<file path="config.mk">
export PLATFORM = sky130hd
export DESIGN_NAME = ext_overtemp_code_config
export DESIGN_NICKNAME = d
export VERILOG_FILES = /design/src/rtl/code_clamp.v /design/src/rtl/ext_overtemp_code_config.v
export VERILOG_INCLUDE_DIRS = /design/src /design/src/rtl
export SDC_FILE = /design/constraint.sdc
export NUM_CORES = 1
export LEC_CHECK = 0
export BUFFER_PORTS_ARGS = -buffer_cell sky130_fd_sc_hd__buf_2
export CAP_MARGIN = 20
export CORE_MARGIN = 5
export CORE_UTILIZATION = 27
export DETAILED_ROUTE_END_ITERATION = 8
export SKIP_CTS_REPAIR_TIMING = 1
export SYNTH_ARGS = -nofsm -noshare
export SYNTH_HDL_FRONTEND = slang
export SYNTH_HIERARCHICAL = 1
export SYNTH_SLANG_ARGS = --single-unit
</file>
<file path="constraint.sdc">
create_clock -name clk -period 7 [get_ports clk]
set_input_delay 0.35 -clock clk [delete_from_list [all_inputs] [get_ports clk]]
set_output_delay 0.35 -clock clk [all_outputs]
set_load 0.05 [all_outputs]
</file>
<file path="src/rtl/ext_overtemp_defines.vh">
// register offsets, field positions and constants of the external temperature path
`ifndef EXT_OVERTEMP_DEFINES_VH
`define EXT_OVERTEMP_DEFINES_VH
// register offsets (byte addresses on the plain port)
`define ADDR_SHUTDOWN_LOW_CLAMP   8'h5a
`define ADDR_DIM_POINT_HIGH_CLAMP 8'h5b
`define ADDR_CAL_SENSE_DELAY      8'h5c
`define ADDR_IRQ_STATUS           8'h5d
`define ADDR_IRQ_MASK             8'h5e
`define ADDR_LIVE_STATUS          8'h5f
// reset values
`define RST_SHUTDOWN_LOW_CLAMP    8'h00
`define RST_DIM_POINT_HIGH_CLAMP  8'h00
`define RST_CAL_SENSE_DELAY       8'h00
// writable bits of the sense delay register (reserved bits read zero)
`define CAL_SENSE_WMASK           8'h5c
// field positions
`define TRIP_OFS_MSB  7
`define TRIP_OFS_LSB  4
`define LOW_SEL_MSB   3
`define LOW_SEL_LSB   1
`define DIM_EN_BIT    0
`define DIM_START_MSB 7
`define DIM_START_LSB 3
`define HIGH_SEL_MSB  2
`define HIGH_SEL_LSB  0
`define LINE_CAL_BIT  6
`define DELAY_MSB     4
`define DELAY_LSB     2
// threshold arithmetic
`define TRIP_STEP     10'd4
`define LOW_STEP      10'd5
`define DIM_BASE      10'd80
`define DIM_STEP      10'd4
`define HIGH_BASE     10'd80
`define HIGH_STEP     10'd20
`define CODE_MAX      10'd255
// compensation delay step
`define DELAY_STEP_NS 50
`define CLK_PERIOD_NS 10
`define DELAY_STEP_CYC ((`DELAY_STEP_NS + `CLK_PERIOD_NS - 1) / `CLK_PERIOD_NS)
// interrupt status bits
`define IRQ_TRIP_SET   0
`define IRQ_TRIP_CLR   1
`define IRQ_DIM_START  2
`endif

</file>
<file path="src/rtl/code_clamp.v">
// clamps an 8-bit temperature code between a lower and an upper limit
module code_clamp (
  // code and limits
  input  wire [7:0] code_in,
  input  wire [7:0] low_lim,
  input  wire [7:0] high_lim,
  // clamped code
  output wire [7:0] code_out
);
  // lower limit checked first, so codes below it get it even if limits cross
  assign code_out = (code_in < low_lim)  ? low_lim :
                    (code_in > high_lim) ? high_lim : code_in;
endmodule // code_clamp

</file>
<file path="src/rtl/ext_overtemp_code_config.v">
// configuration and threshold logic of the external thermistor temperature path
//
// Overview of operation
// - trip code is resume code plus 4*offset
// - fast code above trip code shuts output
// - color code lower limit is (sel+1)*5
// - dim enable bit gates temperature dimming
// - dim start code is 80 plus 4*field
// - upper limit: 0 trip code, else 100..220
// - line calibration enabled when bit is zero
// - sense delay compensation is field times 50ns
// - fast filter feeds trip check and color
// - slow filter feeds dimming with temperature
`include "ext_overtemp_defines.vh"
module ext_overtemp_code_config #(
  parameter DELAY_STEP_CYCLES = `DELAY_STEP_CYC  // cycles per 50 ns step
) (
  // clock and reset
  input  wire       clk,
  input  wire       rst,
  // register port
  input  wire [7:0] addr,
  input  wire [7:0] wdata,
  input  wire       wr,
  input  wire       rd,
  output reg  [7:0] rdata,
  // temperature codes from filters
  input  wire [7:0] resume_temp_code,
  input  wire [7:0] fast_code,
  input  wire [7:0] slow_code,
  // thresholds and status
  output reg  [7:0] trip_temp_code,
  output reg  [7:0] dim_start_temp_code,
  output reg  [7:0] color_code,
  output reg        overtemp_shutdown,
  output reg        temp_dim_active,
  output reg        line_cal_enable,
  // sense delay compensation
  output reg  [2:0] switch_time_comp,
  output reg  [5:0] switch_time_cycles,
  // interrupt
  output reg        irq
);

  // configuration registers
  reg  [7:0] shutdown_and_low_clamp_config;
  reg  [7:0] dim_point_and_high_clamp_config;
  reg  [7:0] calibration_and_sense_delay_config;
  reg  [2:0] irq_status;   // sticky events
  reg  [2:0] irq_mask;     // one enables
  reg        trip_prev;    // previous trip state for edges
  reg        dim_prev;     // previous dim state for edges

  // field views
  wire [3:0] trip_offset_field = shutdown_and_low_clamp_config[`TRIP_OFS_MSB:`TRIP_OFS_LSB];
  wire [2:0] lower_clamp_sel   = shutdown_and_low_clamp_config[`LOW_SEL_MSB:`LOW_SEL_LSB];
  wire       dim_enable        = shutdown_and_low_clamp_config[`DIM_EN_BIT];
  wire [4:0] dim_start_field   = dim_point_and_high_clamp_config[`DIM_START_MSB:`DIM_START_LSB];
  wire [2:0] upper_clamp_sel   = dim_point_and_high_clamp_config[`HIGH_SEL_MSB:`HIGH_SEL_LSB];
  wire       line_cal_disable  = calibration_and_sense_delay_config[`LINE_CAL_BIT];
  wire [2:0] delay_field       = calibration_and_sense_delay_config[`DELAY_MSB:`DELAY_LSB];

  // saturate a 10-bit sum to an 8-bit code
  function [7:0] sat8;
    input [9:0] sum;
    begin
      sat8 = (sum > `CODE_MAX) ? 8'hff : sum[7:0];
    end
  endfunction

  // derived thresholds, combinational
  wire [7:0] next_trip   = sat8({2'b00, resume_temp_code} +
                                `TRIP_STEP * {6'd0, trip_offset_field});
  wire [7:0] next_dim    = sat8(`DIM_BASE + `DIM_STEP * {5'd0, dim_start_field});
  wire [7:0] low_lim     = sat8(`LOW_STEP * ({7'd0, lower_clamp_sel} + 10'd1));
  // zero selects the trip code, others step by 20 from 100
  wire [7:0] high_lim    = (upper_clamp_sel == 3'd0) ? next_trip :
                           sat8(`HIGH_BASE + `HIGH_STEP * {7'd0, upper_clamp_sel});
  wire [7:0] clamped;    // fast code clamped for color use
  wire       next_trip_hit = fast_code > next_trip;
  wire       next_dim_hit  = dim_enable && (slow_code > next_dim);

  // color code limiter
  code_clamp u_clamp (
    .code_in  (fast_code),
    .low_lim  (low_lim),
    .high_lim (high_lim),
    .code_out (clamped)
  );

  // compensation delay in cycles, 0..350 ns
  wire [9:0] delay_cyc = {7'd0, delay_field} * DELAY_STEP_CYCLES[9:0];

  // register writes, status and outputs
  always @(posedge clk) begin
    if (rst) begin
      shutdown_and_low_clamp_config      <= `RST_SHUTDOWN_LOW_CLAMP;
      dim_point_and_high_clamp_config    <= `RST_DIM_POINT_HIGH_CLAMP;
      calibration_and_sense_delay_config <= `RST_CAL_SENSE_DELAY;
      irq_status          <= 3'h0;
      irq_mask            <= 3'h0;
      trip_prev           <= 1'b0;
      dim_prev            <= 1'b0;
      trip_temp_code      <= 8'h00;
      dim_start_temp_code <= 8'h00;
      color_code          <= 8'h00;
      overtemp_shutdown   <= 1'b0;
      temp_dim_active     <= 1'b0;
      line_cal_enable     <= 1'b0;
      switch_time_comp    <= 3'h0;
      switch_time_cycles  <= 6'h00;
      irq                 <= 1'b0;
    end else begin
      // configuration writes
      if (wr && addr == `ADDR_SHUTDOWN_LOW_CLAMP)
        shutdown_and_low_clamp_config <= wdata;
      if (wr && addr == `ADDR_DIM_POINT_HIGH_CLAMP)
        dim_point_and_high_clamp_config <= wdata;
      if (wr && addr == `ADDR_CAL_SENSE_DELAY)
        calibration_and_sense_delay_config <= wdata & `CAL_SENSE_WMASK;
      if (wr && addr == `ADDR_IRQ_MASK)
        irq_mask <= wdata[2:0];
      // sticky events: a set in the same cycle wins over write-one clear
      irq_status <= (irq_status & ~((wr && addr == `ADDR_IRQ_STATUS) ? wdata[2:0] : 3'h0))
                    | {next_dim_hit & ~dim_prev,
                       ~next_trip_hit & trip_prev,
                       next_trip_hit & ~trip_prev};
      trip_prev           <= next_trip_hit;
      dim_prev            <= next_dim_hit;
      // registered outputs
      trip_temp_code      <= next_trip;
      dim_start_temp_code <= next_dim;
      color_code          <= clamped;
      overtemp_shutdown   <= next_trip_hit;
      temp_dim_active     <= next_dim_hit;
      line_cal_enable     <= ~line_cal_disable;
      switch_time_comp    <= delay_field;
      switch_time_cycles  <= delay_cyc[5:0];
      irq                 <= |(irq_status & irq_mask);
    end
  end

  // read data, one cycle after the strobe; unmapped reads zero
  always @(posedge clk) begin
    if (rst) begin
      rdata <= 8'h00;
    end else if (rd) begin
      case (addr)
        `ADDR_SHUTDOWN_LOW_CLAMP:   rdata <= shutdown_and_low_clamp_config;
        `ADDR_DIM_POINT_HIGH_CLAMP: rdata <= dim_point_and_high_clamp_config;
        `ADDR_CAL_SENSE_DELAY:      rdata <= calibration_and_sense_delay_config;
        `ADDR_IRQ_STATUS:           rdata <= {5'd0, irq_status};
        `ADDR_IRQ_MASK:             rdata <= {5'd0, irq_mask};
        `ADDR_LIVE_STATUS:          rdata <= {6'd0, temp_dim_active, overtemp_shutdown};
        default:                    rdata <= 8'h00;
      endcase
    end else begin
      rdata <= 8'h00;  // data stands only in the cycle after the read
    end
  end

endmodule // ext_overtemp_code_config

</file>
# After elaboration in Yosys (flattened, before gate mapping)
# Index checks and enable logic that the tools add are counted.
# W data, S select, Z words.
# classes
add_sub_neg	4
n_mul	3
magnitude_cmp	8
eq_ne	6
mux	9
bitwise	12
reduce_logical	9
# op_table
cell	count
$mux W8	7
$eq A8 B7 Y1 const B	6
$pmux W8 S6	1
$gt A8 B8 Y1	3
$gt A9 B8 Y1 const B	2
$add A7 B8 Y9 const A	1
$add A8 B6 Y9	1
$add A7 B7 Y8 const A	1
$gt A7 B8 Y1 const B	1
$gt A8 B8 Y1 const B	1
$lt A8 B8 Y1	1
$mul A3 B4 Y7 const A	1
$and A3 B3 Y3	2
$logic_and A1 B1 Y1	6
$mul A3 B3 Y6 const A	1
$mul A3 B3 Y6 const B	1
$not A1 Y1	5
$add A3 B1 Y4 const B	1
$and A1 B1 Y1	3
$logic_not A3 Y1	1
$mux W3	1
$not A3 Y3	1
$or A3 B3 Y3	1
$reduce_or A3 Y1	1
$reduce_or A2 Y1	1
# totals
ff_bits	71
inputBits	44
out_inout_bits	45
word_cells	66

# Depth between registers and ports, before layout
# Gate-level depths: netlist of run 1.
# logic_depth
ltp_word	8
depth_mapped	18
mapped_depth_nobuf	16

# By module
# The synthesis of run 1 kept the hierarchy.
# modules_own_cells
mod	instances	cells_each	area_each_um2	seq_area_each_um2
ext_overtemp_code_config	1	349	3324.4	1341.3
code_clamp	1	95	732.0	0.0

# Worst setup path after synthesis of run 1
# Ideal clock, no wire load.
# synth_timing
path_kind	input port to flip-flop
startpoint	input resume_temp_code[2]
endpoint	register color_code[7]
setup_time_ns	0.128
t_arrival_ns	3.258
required_time_ns	6.872
slack_ns	3.615
cell_stages	17
path_buffers	1
path_cell_list	ha_1 -> inv_1 -> fa_1 -> nor2b_1 -> o21ai_1 -> a21oi_2 -> nor2b_1 -> o311ai_2 -> inv_1 -> ha_1 -> nand4_4 -> or3_1 -> buf_6 -> nand2_8 -> a21oi_1 -> o31a_1 -> nor2b_1
# synth_via
elab_chain_len	7
# synth_rtl
item	line	rtl
start, declared	ext_overtemp_code_config.v:28	input wire [7:0] resume_temp_code,
$add A8 B6 Y9 (*)	ext_overtemp_code_config.v:72	wire [7:0] next_trip = sat8({2'b00, resume_temp_code} +
$gt A9 B8 Y1 (no line)	--	
$mux W8 (*)	ext_overtemp_code_config.v:67	sat8 = (sum > `CODE_MAX) ? 8'hff : sum[7:0];
$mux W8 (*)	ext_overtemp_code_config.v:77	wire [7:0] high_lim = (upper_clamp_sel == 3'd0) ? next_trip :
net high_lim[3]	ext_overtemp_code_config.v:77	
$gt A8 B8 Y1 (*)	code_clamp.v:12	(code_in > high_lim) ? high_lim : code_in;
$mux W8 (*)	code_clamp.v:12	
$mux W8 (*)	code_clamp.v:11	assign code_out = (code_in < low_lim) ? low_lim :
net clamped[7]	ext_overtemp_code_config.v:79	wire [7:0] clamped;
end signal, assigned	ext_overtemp_code_config.v:133	color_code <= clamped;
end, declared	ext_overtemp_code_config.v:34	output reg [7:0] color_code,
# Mark *: on every way through the listed nets, which the timed path passes. The rest lies on a longest branch.
# A chain may end at the register's enable or synchronous reset.

# Worst setup path after layout of run 1
# layout_timing
startpoint	register shutdown_and_low_clamp_config[4]
endpoint	register color_code[5]
# layout_via
elab_chain_len	7
# layout_rtl
item	line	rtl
start, declared	ext_overtemp_code_config.v:46	reg [7:0] shutdown_and_low_clamp_config;
start signal, assigned	ext_overtemp_code_config.v:97	shutdown_and_low_clamp_config <= `RST_SHUTDOWN_LOW_CLAMP;
start signal, assigned	ext_overtemp_code_config.v:116	shutdown_and_low_clamp_config <= wdata;
$add A8 B6 Y9 (*)	ext_overtemp_code_config.v:72	
$gt A9 B8 Y1 (no line)	--	
$mux W8 (*)	ext_overtemp_code_config.v:67	
$mux W8 (*)	ext_overtemp_code_config.v:77	
net high_lim[2]	ext_overtemp_code_config.v:77	
$gt A8 B8 Y1 (*)	code_clamp.v:12	
$mux W8 (*)	code_clamp.v:12	
$mux W8 (*)	code_clamp.v:11	
net clamped[5]	ext_overtemp_code_config.v:79	
# Marked as above.

==> results.rst, run 1 <==
.. list-table::
   :header-rows: 1

   * - Metric
     - Value
   * - First-pass GRT wire length
     - 18,820 um
   * - Class of the tightest hold or removal check
     - in -> reg
   * - Setup TNS Final
     - 0 ns
   * - Post-DRT Antenna Nets
     - 0
   * - Power per unit of standard cell area
     - 209.1 mW/mm2
   * - Number of synthesized flops with an enable pin
     - 0
   * - HPWL after DPL
     - 9032 um
   * - Top cells by area, synth
     - sky130_fd_sc_hd__dfxtp_1 33%, sky130_fd_sc_hd__ha_1 14%, sky130_fd_sc_hd__mux2i_1 7.4%
   * - Non-Filler Cell Area, Final
     - 0.004921 mm2
   * - Cell area after synthesis
     - 0.004056 mm2
   * - Critical Path End Type
     - register
   * - RSZ-0062 raised after global routing
     - no
   * - Total Power
     - 1029 uW
   * - Initial cell density of the core
     - 27.70%
   * - Fillers
     - 1,561
   * - Max-cap check violation count
     - 0
   * - GP Congestion
     - 0.8267
   * - DR DRC count
     - 0
   * - Register area
     - 0.001341 mm2
   * - NumNets Final
     - 614
   * - Fraction of final layout cells with drive strength greater than 1
     - 22.92%
   * - Total number of vias
     - 3,537
   * - Final cell count without fillers
     - 713
   * - Initial detailed-routing violation count
     - 183
   * - Reported leakage power
     - 0.002378 uW
   * - Placed cells
     - 695
   * - Worst slew margin
     - 59.56%
   * - Root buf cell
     - sky130_fd_sc_hd__clkbuf_16
   * - Combined area of the multi-input logic cells
     - 0.002464 mm2
   * - Residual overflow from global routing
     - 0
   * - Number of standard cells after synthesis
     - 444
   * - Clock-pin slew of the registers on the worst-case setup and hold paths
     - 0.06 ns
   * - Proportion of netlist area held by the largest area contributor
     - 33.07%
   * - Top_reg_cell synth
     - sky130_fd_sc_hd__dfxtp_1
   * - Transition time of the tightest slew-check pin
     - 0.6019 ns
   * - Number of H-tree levels
     - 3
   * - Critical path fanouts, max
     - 8
   * - Total cell area at the placement stage
     - 0.004589 mm2
   * - Worst Path Class, Setup
     - reg -> reg
   * - Y dimension of the die
     - 132.6 um
   * - CP startpoint kind
     - register
   * - Synth-to-Final Area Change
     - 21.31%
   * - I/O Pins
     - 89
   * - Max Slew Vio Count
     - 0
   * - Worst Skew
     - 0.008078 ns
   * - Required time at the endpoint of the critical path
     - 7.22 ns
   * - Netlist cell types
     - 64
   * - Antenna violations before repair
     - 0
   * - Placeable core area
     - 0.01464 mm2
   * - Clock latency at the later pin of the worst-skew pair
     - 0.34 ns
   * - Hold violation total from the final report
     - 0
   * - Number of sinks handled by clock tree synthesis
     - 67
   * - Port buffer count
     - 86
   * - Post-detailed-routing wire length
     - 11,300 um
   * - Horiz. Die Dim
     - 132.6 um
   * - Worst Path Arrival
     - 4.20 ns
   * - Achievable clock frequency
     - 251.3 MHz
   * - Via count of the first global-routing pass
     - 3,658
   * - Detail-routed via count per cell
     - 4.961
   * - TritonCTS clock tree
     - built
   * - Number of buffers created by CTS
     - 9
   * - Fraction of registers with async set/reset
     - 0%
   * - Global router's overall resource usage
     - 13.26%
   * - Maximum number of pins on one net before global-route repair
     - 61
   * - Average wire length per cell after detail routing
     - 15.84 um
   * - Post-synthesis sequential area ratio
     - 33.07%
   * - Area enclosed by the die boundary
     - 0.01757 mm2
   * - Yosys top cell by area
     - sky130_fd_sc_hd__dfxtp_1
   * - Crit path setup slack, layout
     - 3.021 ns
   * - Top library cells by usage in the layout, fill and taps aside
     - 86 x sky130_fd_sc_hd__buf_2, 67 x sky130_fd_sc_hd__dfxtp_1, 55 x sky130_fd_sc_hd__nor2_1, 45 x sky130_fd_sc_hd__ha_1, 33 x sky130_fd_sc_hd__inv_1
   * - Total setup violations reported at the end of the flow
     - 0
   * - Max Root-Sink Buffers
     - 2
   * - Std cell rows
     - 44
   * - Number of warning messages in the yosys log
     - 6
   * - Per-instance average area after synthesis
     - 9.136 um2
   * - First-pass detailed-route iteration total
     - 5
   * - Status
     - finished, final reports clean
   * - Worst VDD drop
     - 0.1346 mV
   * - Placement-stage worst setup slack
     - 2.994 ns
   * - Fraction of the cycle the final worst path needs
     - 56.84%
   * - Flip-flop and latch count after synthesis
     - 67
   * - Post-route minimum period
     - 3.979 ns
   * - Most common cell after layout, fill and taps aside
     - sky130_fd_sc_hd__buf_2
state kept, by name, summed over array words and instances, names as in the netlist, 3 cells and up:
signal	flops
trip_temp_code	8
shutdown_and_low_clamp_config	8
irq_status	3
rdata	8
switch_time_cycles	4
calibration_and_sense_delay_config	4
irq_mask	3
color_code	8
dim_start_temp_code	6
dim_point_and_high_clamp_config	8
switch_time_comp	3
power breakdown:
part	switching, uW	internal (uW)	total [uW]	leakage, uW
clock network	188	282	470	0.000149
logic	108	55.6	163	0.00168
registers	3.67	392	395	0.000546
layer usage:
metal	share of wire, %	track usage, %	wire length (um)
met5	0	0	0
met2	49	22.49	5591
met4	2.3	4.908	259
met3	5.3	3.569	596
met1	43	16.11	4850
path summary, 6_finish.rpt:
check | startpoint | to | slack (ns) | depth (start not counted)
worst max-delay path | shutdown_and_low_clamp_config[4]$_SDFFE_PP0P_ | color_code[5]$_SDFF_PP0_ | 3.02 | 15
worst min-delay path | wdata[5] | shutdown_and_low_clamp_config[5]$_SDFFE_PP0P_ | 0.27 | 3
worst max register to register | shutdown_and_low_clamp_config[4]$_SDFFE_PP0P_ | color_code[5]$_SDFF_PP0_ | 3.02 | 15
worst min register to register | calibration_and_sense_delay_config[6]$_SDFFE_PP0P_ | line_cal_enable$_SDFF_PP0_ | 0.46 | 1
cells in the mapped netlist, drive strengths merged (2+ instances only):
| master | instances |
|---|---|
| fa | 2 |
| and2b | 2 |
| mux2 | 2 |
| o21ai | 15 |
| ha | 45 |
| xnor2 | 5 |
| o21a | 2 |
| buf | 15 |
| clkbuf | 6 |
| o211ai | 3 |
| inv | 33 |
| a21oi | 25 |
| nor2b | 27 |
| and3 | 4 |
| nand3 | 14 |
| a22oi | 10 |
| o31a | 3 |
| xor2 | 2 |
| a211o | 2 |
| dfxtp | 67 |
| a22o | 3 |
| nor2 | 56 |
| a311oi | 6 |
| a21o | 7 |
| a211oi | 3 |
| nand2b | 4 |
| nand2 | 16 |
| nand4 | 10 |
| or3 | 2 |
| nor3 | 5 |
| and4 | 2 |
| mux2i | 30 |
critical path: stages (launching register included):
cell and delay (ns):
sky130_fd_sc_hd__dfxtp_1 0.36, sky130_fd_sc_hd__ha_1 0.17, sky130_fd_sc_hd__inv_1 0.06, sky130_fd_sc_hd__fa_1 0.41, sky130_fd_sc_hd__nor2b_1 0.13, sky130_fd_sc_hd__o21ai_1 0.11, sky130_fd_sc_hd__a21oi_2 0.28, sky130_fd_sc_hd__nor2_1 0.13
sky130_fd_sc_hd__o21ai_0 0.37, sky130_fd_sc_hd__inv_1 0.09, sky130_fd_sc_hd__ha_1 0.36, sky130_fd_sc_hd__nand4_4 0.16, sky130_fd_sc_hd__or3_1 0.52, sky130_fd_sc_hd__a311oi_1 0.42, sky130_fd_sc_hd__a22oi_1 0.13, sky130_fd_sc_hd__nor2b_1 0.14
cells by family after synthesis:
logic type | share of synthesized area (%)
simple gates | 20.64
compound gates | 15.48
flops | 33.07
buf+inv | 6.385
fa+ha+maj | 14.87
mux | 7.958
xor+xnor | 1.511
other cells | 0.09245
per-stage QoR:
stage,utilization [%],hold slack (ns)
after floorplan,-,0.4129
final,33.60,0.2659
after global routing,33.59,0.2906
after global placement,31.34,0.4445
after CTS,33.45,0.2610
after detailed placement,31.34,0.4337
area by class of cell:
type                    instances  area share [%]
diodes                          1         0.05085
multi-input cells             325           50.06
well taps                     184           4.678
repair buffers                 87           9.153
clock buffers                   9           4.577
clock inverters                 7           1.704
flip-flops and latches         67           27.26
inverters                      33           2.517
Power figures use the tool's default switching activity.
==> run 2, diff against run 1 <==
==> constraint.sdc (replaced) <==
create_clock -name clk -period 3.96 [get_ports clk]
set_input_delay 0.198 -clock clk [delete_from_list [all_inputs] [get_ports clk]]
set_output_delay 0.198 -clock clk [all_outputs]
set_load 0.05 [all_outputs]
==> run 2 against run 1 <==
Against the previous run: sequential share of layout area down 0.14 points; combinational power up 79%; global-route usage down 0.82 points; clock skew down 0.0016 ns; hold slack worse by 0.15 ns; first-iteration DRC count down 15%; non-clock buffer count up 4.
==> results.rst, run 2 (synthesis gave the netlist of run 1 again) <==
.. list-table::
   :header-rows: 1

   * - Metric
     - Value
   * - Critical Path End Type
     - register
   * - Status
     - finished, final reports clean
   * - Global router's overall resource usage
     - 12.44%
   * - Utilization of the core after routing
     - 33.78%
   * - Horiz. Die Dim
     - 132.6 um
   * - Post-detailed-routing wire length
     - 11,060 um
   * - Required time at the endpoint of the critical path
     - 4.17 ns
   * - Worst Skew
     - 0.006528 ns
   * - Largest incremental delay on the critical path
     - 0.43 ns
   * - Most common cell after layout, fill and taps aside
     - sky130_fd_sc_hd__buf_2
   * - Total number of vias
     - 3,468
   * - Post-route minimum period
     - 3.694 ns
   * - Fillers
     - 1,529
   * - Port buffer count
     - 86
   * - Number of buffers created by CTS
     - 9
   * - Clock-pin slew of the registers on the worst-case setup and hold paths
     - 0.05 ns
   * - Most numerous cell on the critical path
     - sky130_fd_sc_hd__nor2b_1
   * - GP Congestion
     - 0.8589
   * - Synth-to-Final Area Change
     - 21.96%
   * - Fraction of final layout cells with drive strength greater than 1
     - 23.87%
   * - Placeable core area
     - 0.01464 mm2
   * - Via count of the first global-routing pass
     - 3,468
   * - Worst VDD drop
     - 0.1877 mV
   * - Min-Delay Endpoint
     - shutdown_and_low_clamp_config[5]$_SDFFE_PP0P_
   * - Y dimension of the die
     - 132.6 um
   * - Root buf cell
     - sky130_fd_sc_hd__clkbuf_16
   * - Total Power
     - 1776 uW
   * - Antenna violations before repair
     - 0
   * - Top library cells by usage in the layout, fill and taps aside
     - 86 x sky130_fd_sc_hd__buf_2, 67 x sky130_fd_sc_hd__dfxtp_1, 55 x sky130_fd_sc_hd__nor2_1, 44 x sky130_fd_sc_hd__ha_1, 33 x sky130_fd_sc_hd__inv_1
   * - Transition time of the tightest slew-check pin
     - 0.6553 ns
   * - Critical path's slowest cell
     - sky130_fd_sc_hd__or3_4
   * - CP startpoint kind
     - register
   * - Max Slew Vio Count
     - 0
   * - Initial cell density of the core
     - 27.70%
   * - RSZ-0062 raised after global routing
     - yes
   * - NumNets Final
     - 618
   * - Average wire length per cell after detail routing
     - 15.44 um
   * - I/O Pins
     - 89
   * - Internal reg-to-reg setup slack
     - 0.27 ns
   * - Depth of the worst hold-timing path
     - 3
   * - Register area
     - 0.001341 mm2
   * - HPWL after DPL
     - 8829 um
   * - Maximum number of pins on one net before global-route repair
     - 61
   * - Combined area of the multi-input logic cells
     - 0.002476 mm2
   * - Number of sinks handled by clock tree synthesis
     - 67
   * - First-pass detailed-route iteration total
     - 4
   * - Max-cap check violation count
     - 0
   * - R2R Path Start
     - shutdown_and_low_clamp_config[4]$_SDFFE_PP0P_
   * - First-pass GRT wire length
     - 17,470 um
   * - Power per unit of standard cell area
     - 358.9 mW/mm2
   * - Worst Path Class, Setup
     - reg -> reg
   * - Worst slew margin
     - 55.98%
   * - Class of the tightest hold or removal check
     - in -> reg
   * - Cell chain of the critical path
     - ha_1 > inv_1 > fa_1 > nor2b_1 > o21ai_1 > a21oi_2 > nor2b_1 > o311ai_2 > inv_1 > ha_2 > nand4_4 > or3_4 > a311oi_1 > a22oi_1 > nor2b_1
   * - Std cell rows
     - 44
   * - Area enclosed by the die boundary
     - 0.01757 mm2
   * - Post-DRT Antenna Nets
     - 0
   * - Clock latency at the later pin of the worst-skew pair
     - 0.33 ns
   * - Initial detailed-routing violation count
     - 155
   * - Total setup violations reported at the end of the flow
     - 0
   * - DR DRC count
     - 0
   * - Fraction of the cycle the final worst path needs
     - 93.29%
   * - Detail-routed via count per cell
     - 4.844
   * - Worst Path Arrival
     - 3.90 ns
   * - Reported leakage power
     - 0.002383 uW
   * - Critical register-to-register path endpoint
     - color_code[3]$_SDFF_PP0_
   * - Achievable clock frequency
     - 270.7 MHz
   * - Count of inserted antenna diode cells
     - 0
   * - Start point of the worst hold path
     - wdata[5]
   * - Critical path fanouts, max
     - 8
   * - Worst hold-check slack
     - 0.1137 ns
   * - Cells on worst reg2reg path
     - 15
   * - TritonCTS clock tree
     - built
   * - Hold violation total from the final report
     - 0
   * - Number of H-tree levels
     - 3
   * - Max Root-Sink Buffers
     - 2
   * - Residual overflow from global routing
     - 0
-- run 2: changes by cell type in the layout (fill, tap and decap cells not counted), sizes merged --
cell	change
clkbuf	+1
clkinv	+1
inv	-4
clkinvlp	+2
buf	+4
diode	-1
-- run 2: per-layer routing --
metal | GRT usage, % | vias up | share of wire, %
li1 | - | 1738 | -
met1 | 14.75 | 1611 | 43
met2 | 21.27 | 103 | 50
met3 | 4.176 | 16 | 5.7
met4 | 3.868 | 0 | 1.5
met5 | 0 | - | 0
-- run 2: critical path: cells and delay by family (launching register included) --
family                     cells  cell delay [ns]
AOI/OAI and AO/OA              5             1.12
DFF                            1             0.35
and+or+nand+nor                5             0.99
buffers and inverters          2             0.14
adders and majority gates      3             0.95
-- run 2: area by class of cell --
cell class / instances / share of cell area (%)
flip-flops and latches: 67 / 27.11
repair buffers: 91 / 9.712
clock inverters: 6 / 1.340
inverters: 33 / 2.504
clock buffers: 10 / 4.628
well taps: 184 / 4.654
multi-input cells: 325 / 50.05
-- run 2: worst max path at each step --
stage | from | to | slack, ns | depth (start not counted)
finish | shutdown_and_low_clamp_config[4]$_SDFFE_PP0P_ | color_code[3]$_SDFF_PP0_ | 0.27 | 15
global route | shutdown_and_low_clamp_config[4]$_SDFFE_PP0P_ | color_code[1]$_SDFF_PP0_ | -0.004 | 15
global placement | shutdown_and_low_clamp_config[4]$_SDFFE_PP0P_ | color_code[4]$_SDFF_PP0_ | 0.22 | 15
floorplan | shutdown_and_low_clamp_config[4]$_SDFFE_PP0P_ | color_code[7]$_SDFF_PP0_ | 0.59 | 17
detailed placement | shutdown_and_low_clamp_config[4]$_SDFFE_PP0P_ | color_code[4]$_SDFF_PP0_ | 0.11 | 15
CTS | shutdown_and_low_clamp_config[4]$_SDFFE_PP0P_ | color_code[4]$_SDFF_PP0_ | 0.1 | 15
-- run 2: where the power goes --
part	internal, uW	switching, uW	total, uW
registers	692	6.61	699
logic	102	189	291
clock network	487	299	785
total	1280	494	1780
-- run 2: per-stage QoR --
stage	instances	TNS (ns)	area, um2	setup slack [ns]
floorplan	446	0	4064	0.5867
CTS	714	0	4907	0.09916
finish	716	0	4947	0.2659
global route	716	-0.007509	4947	-0.003950
detailed placement	698	0	4612	0.1112
global placement	698	0	4612	0.2220
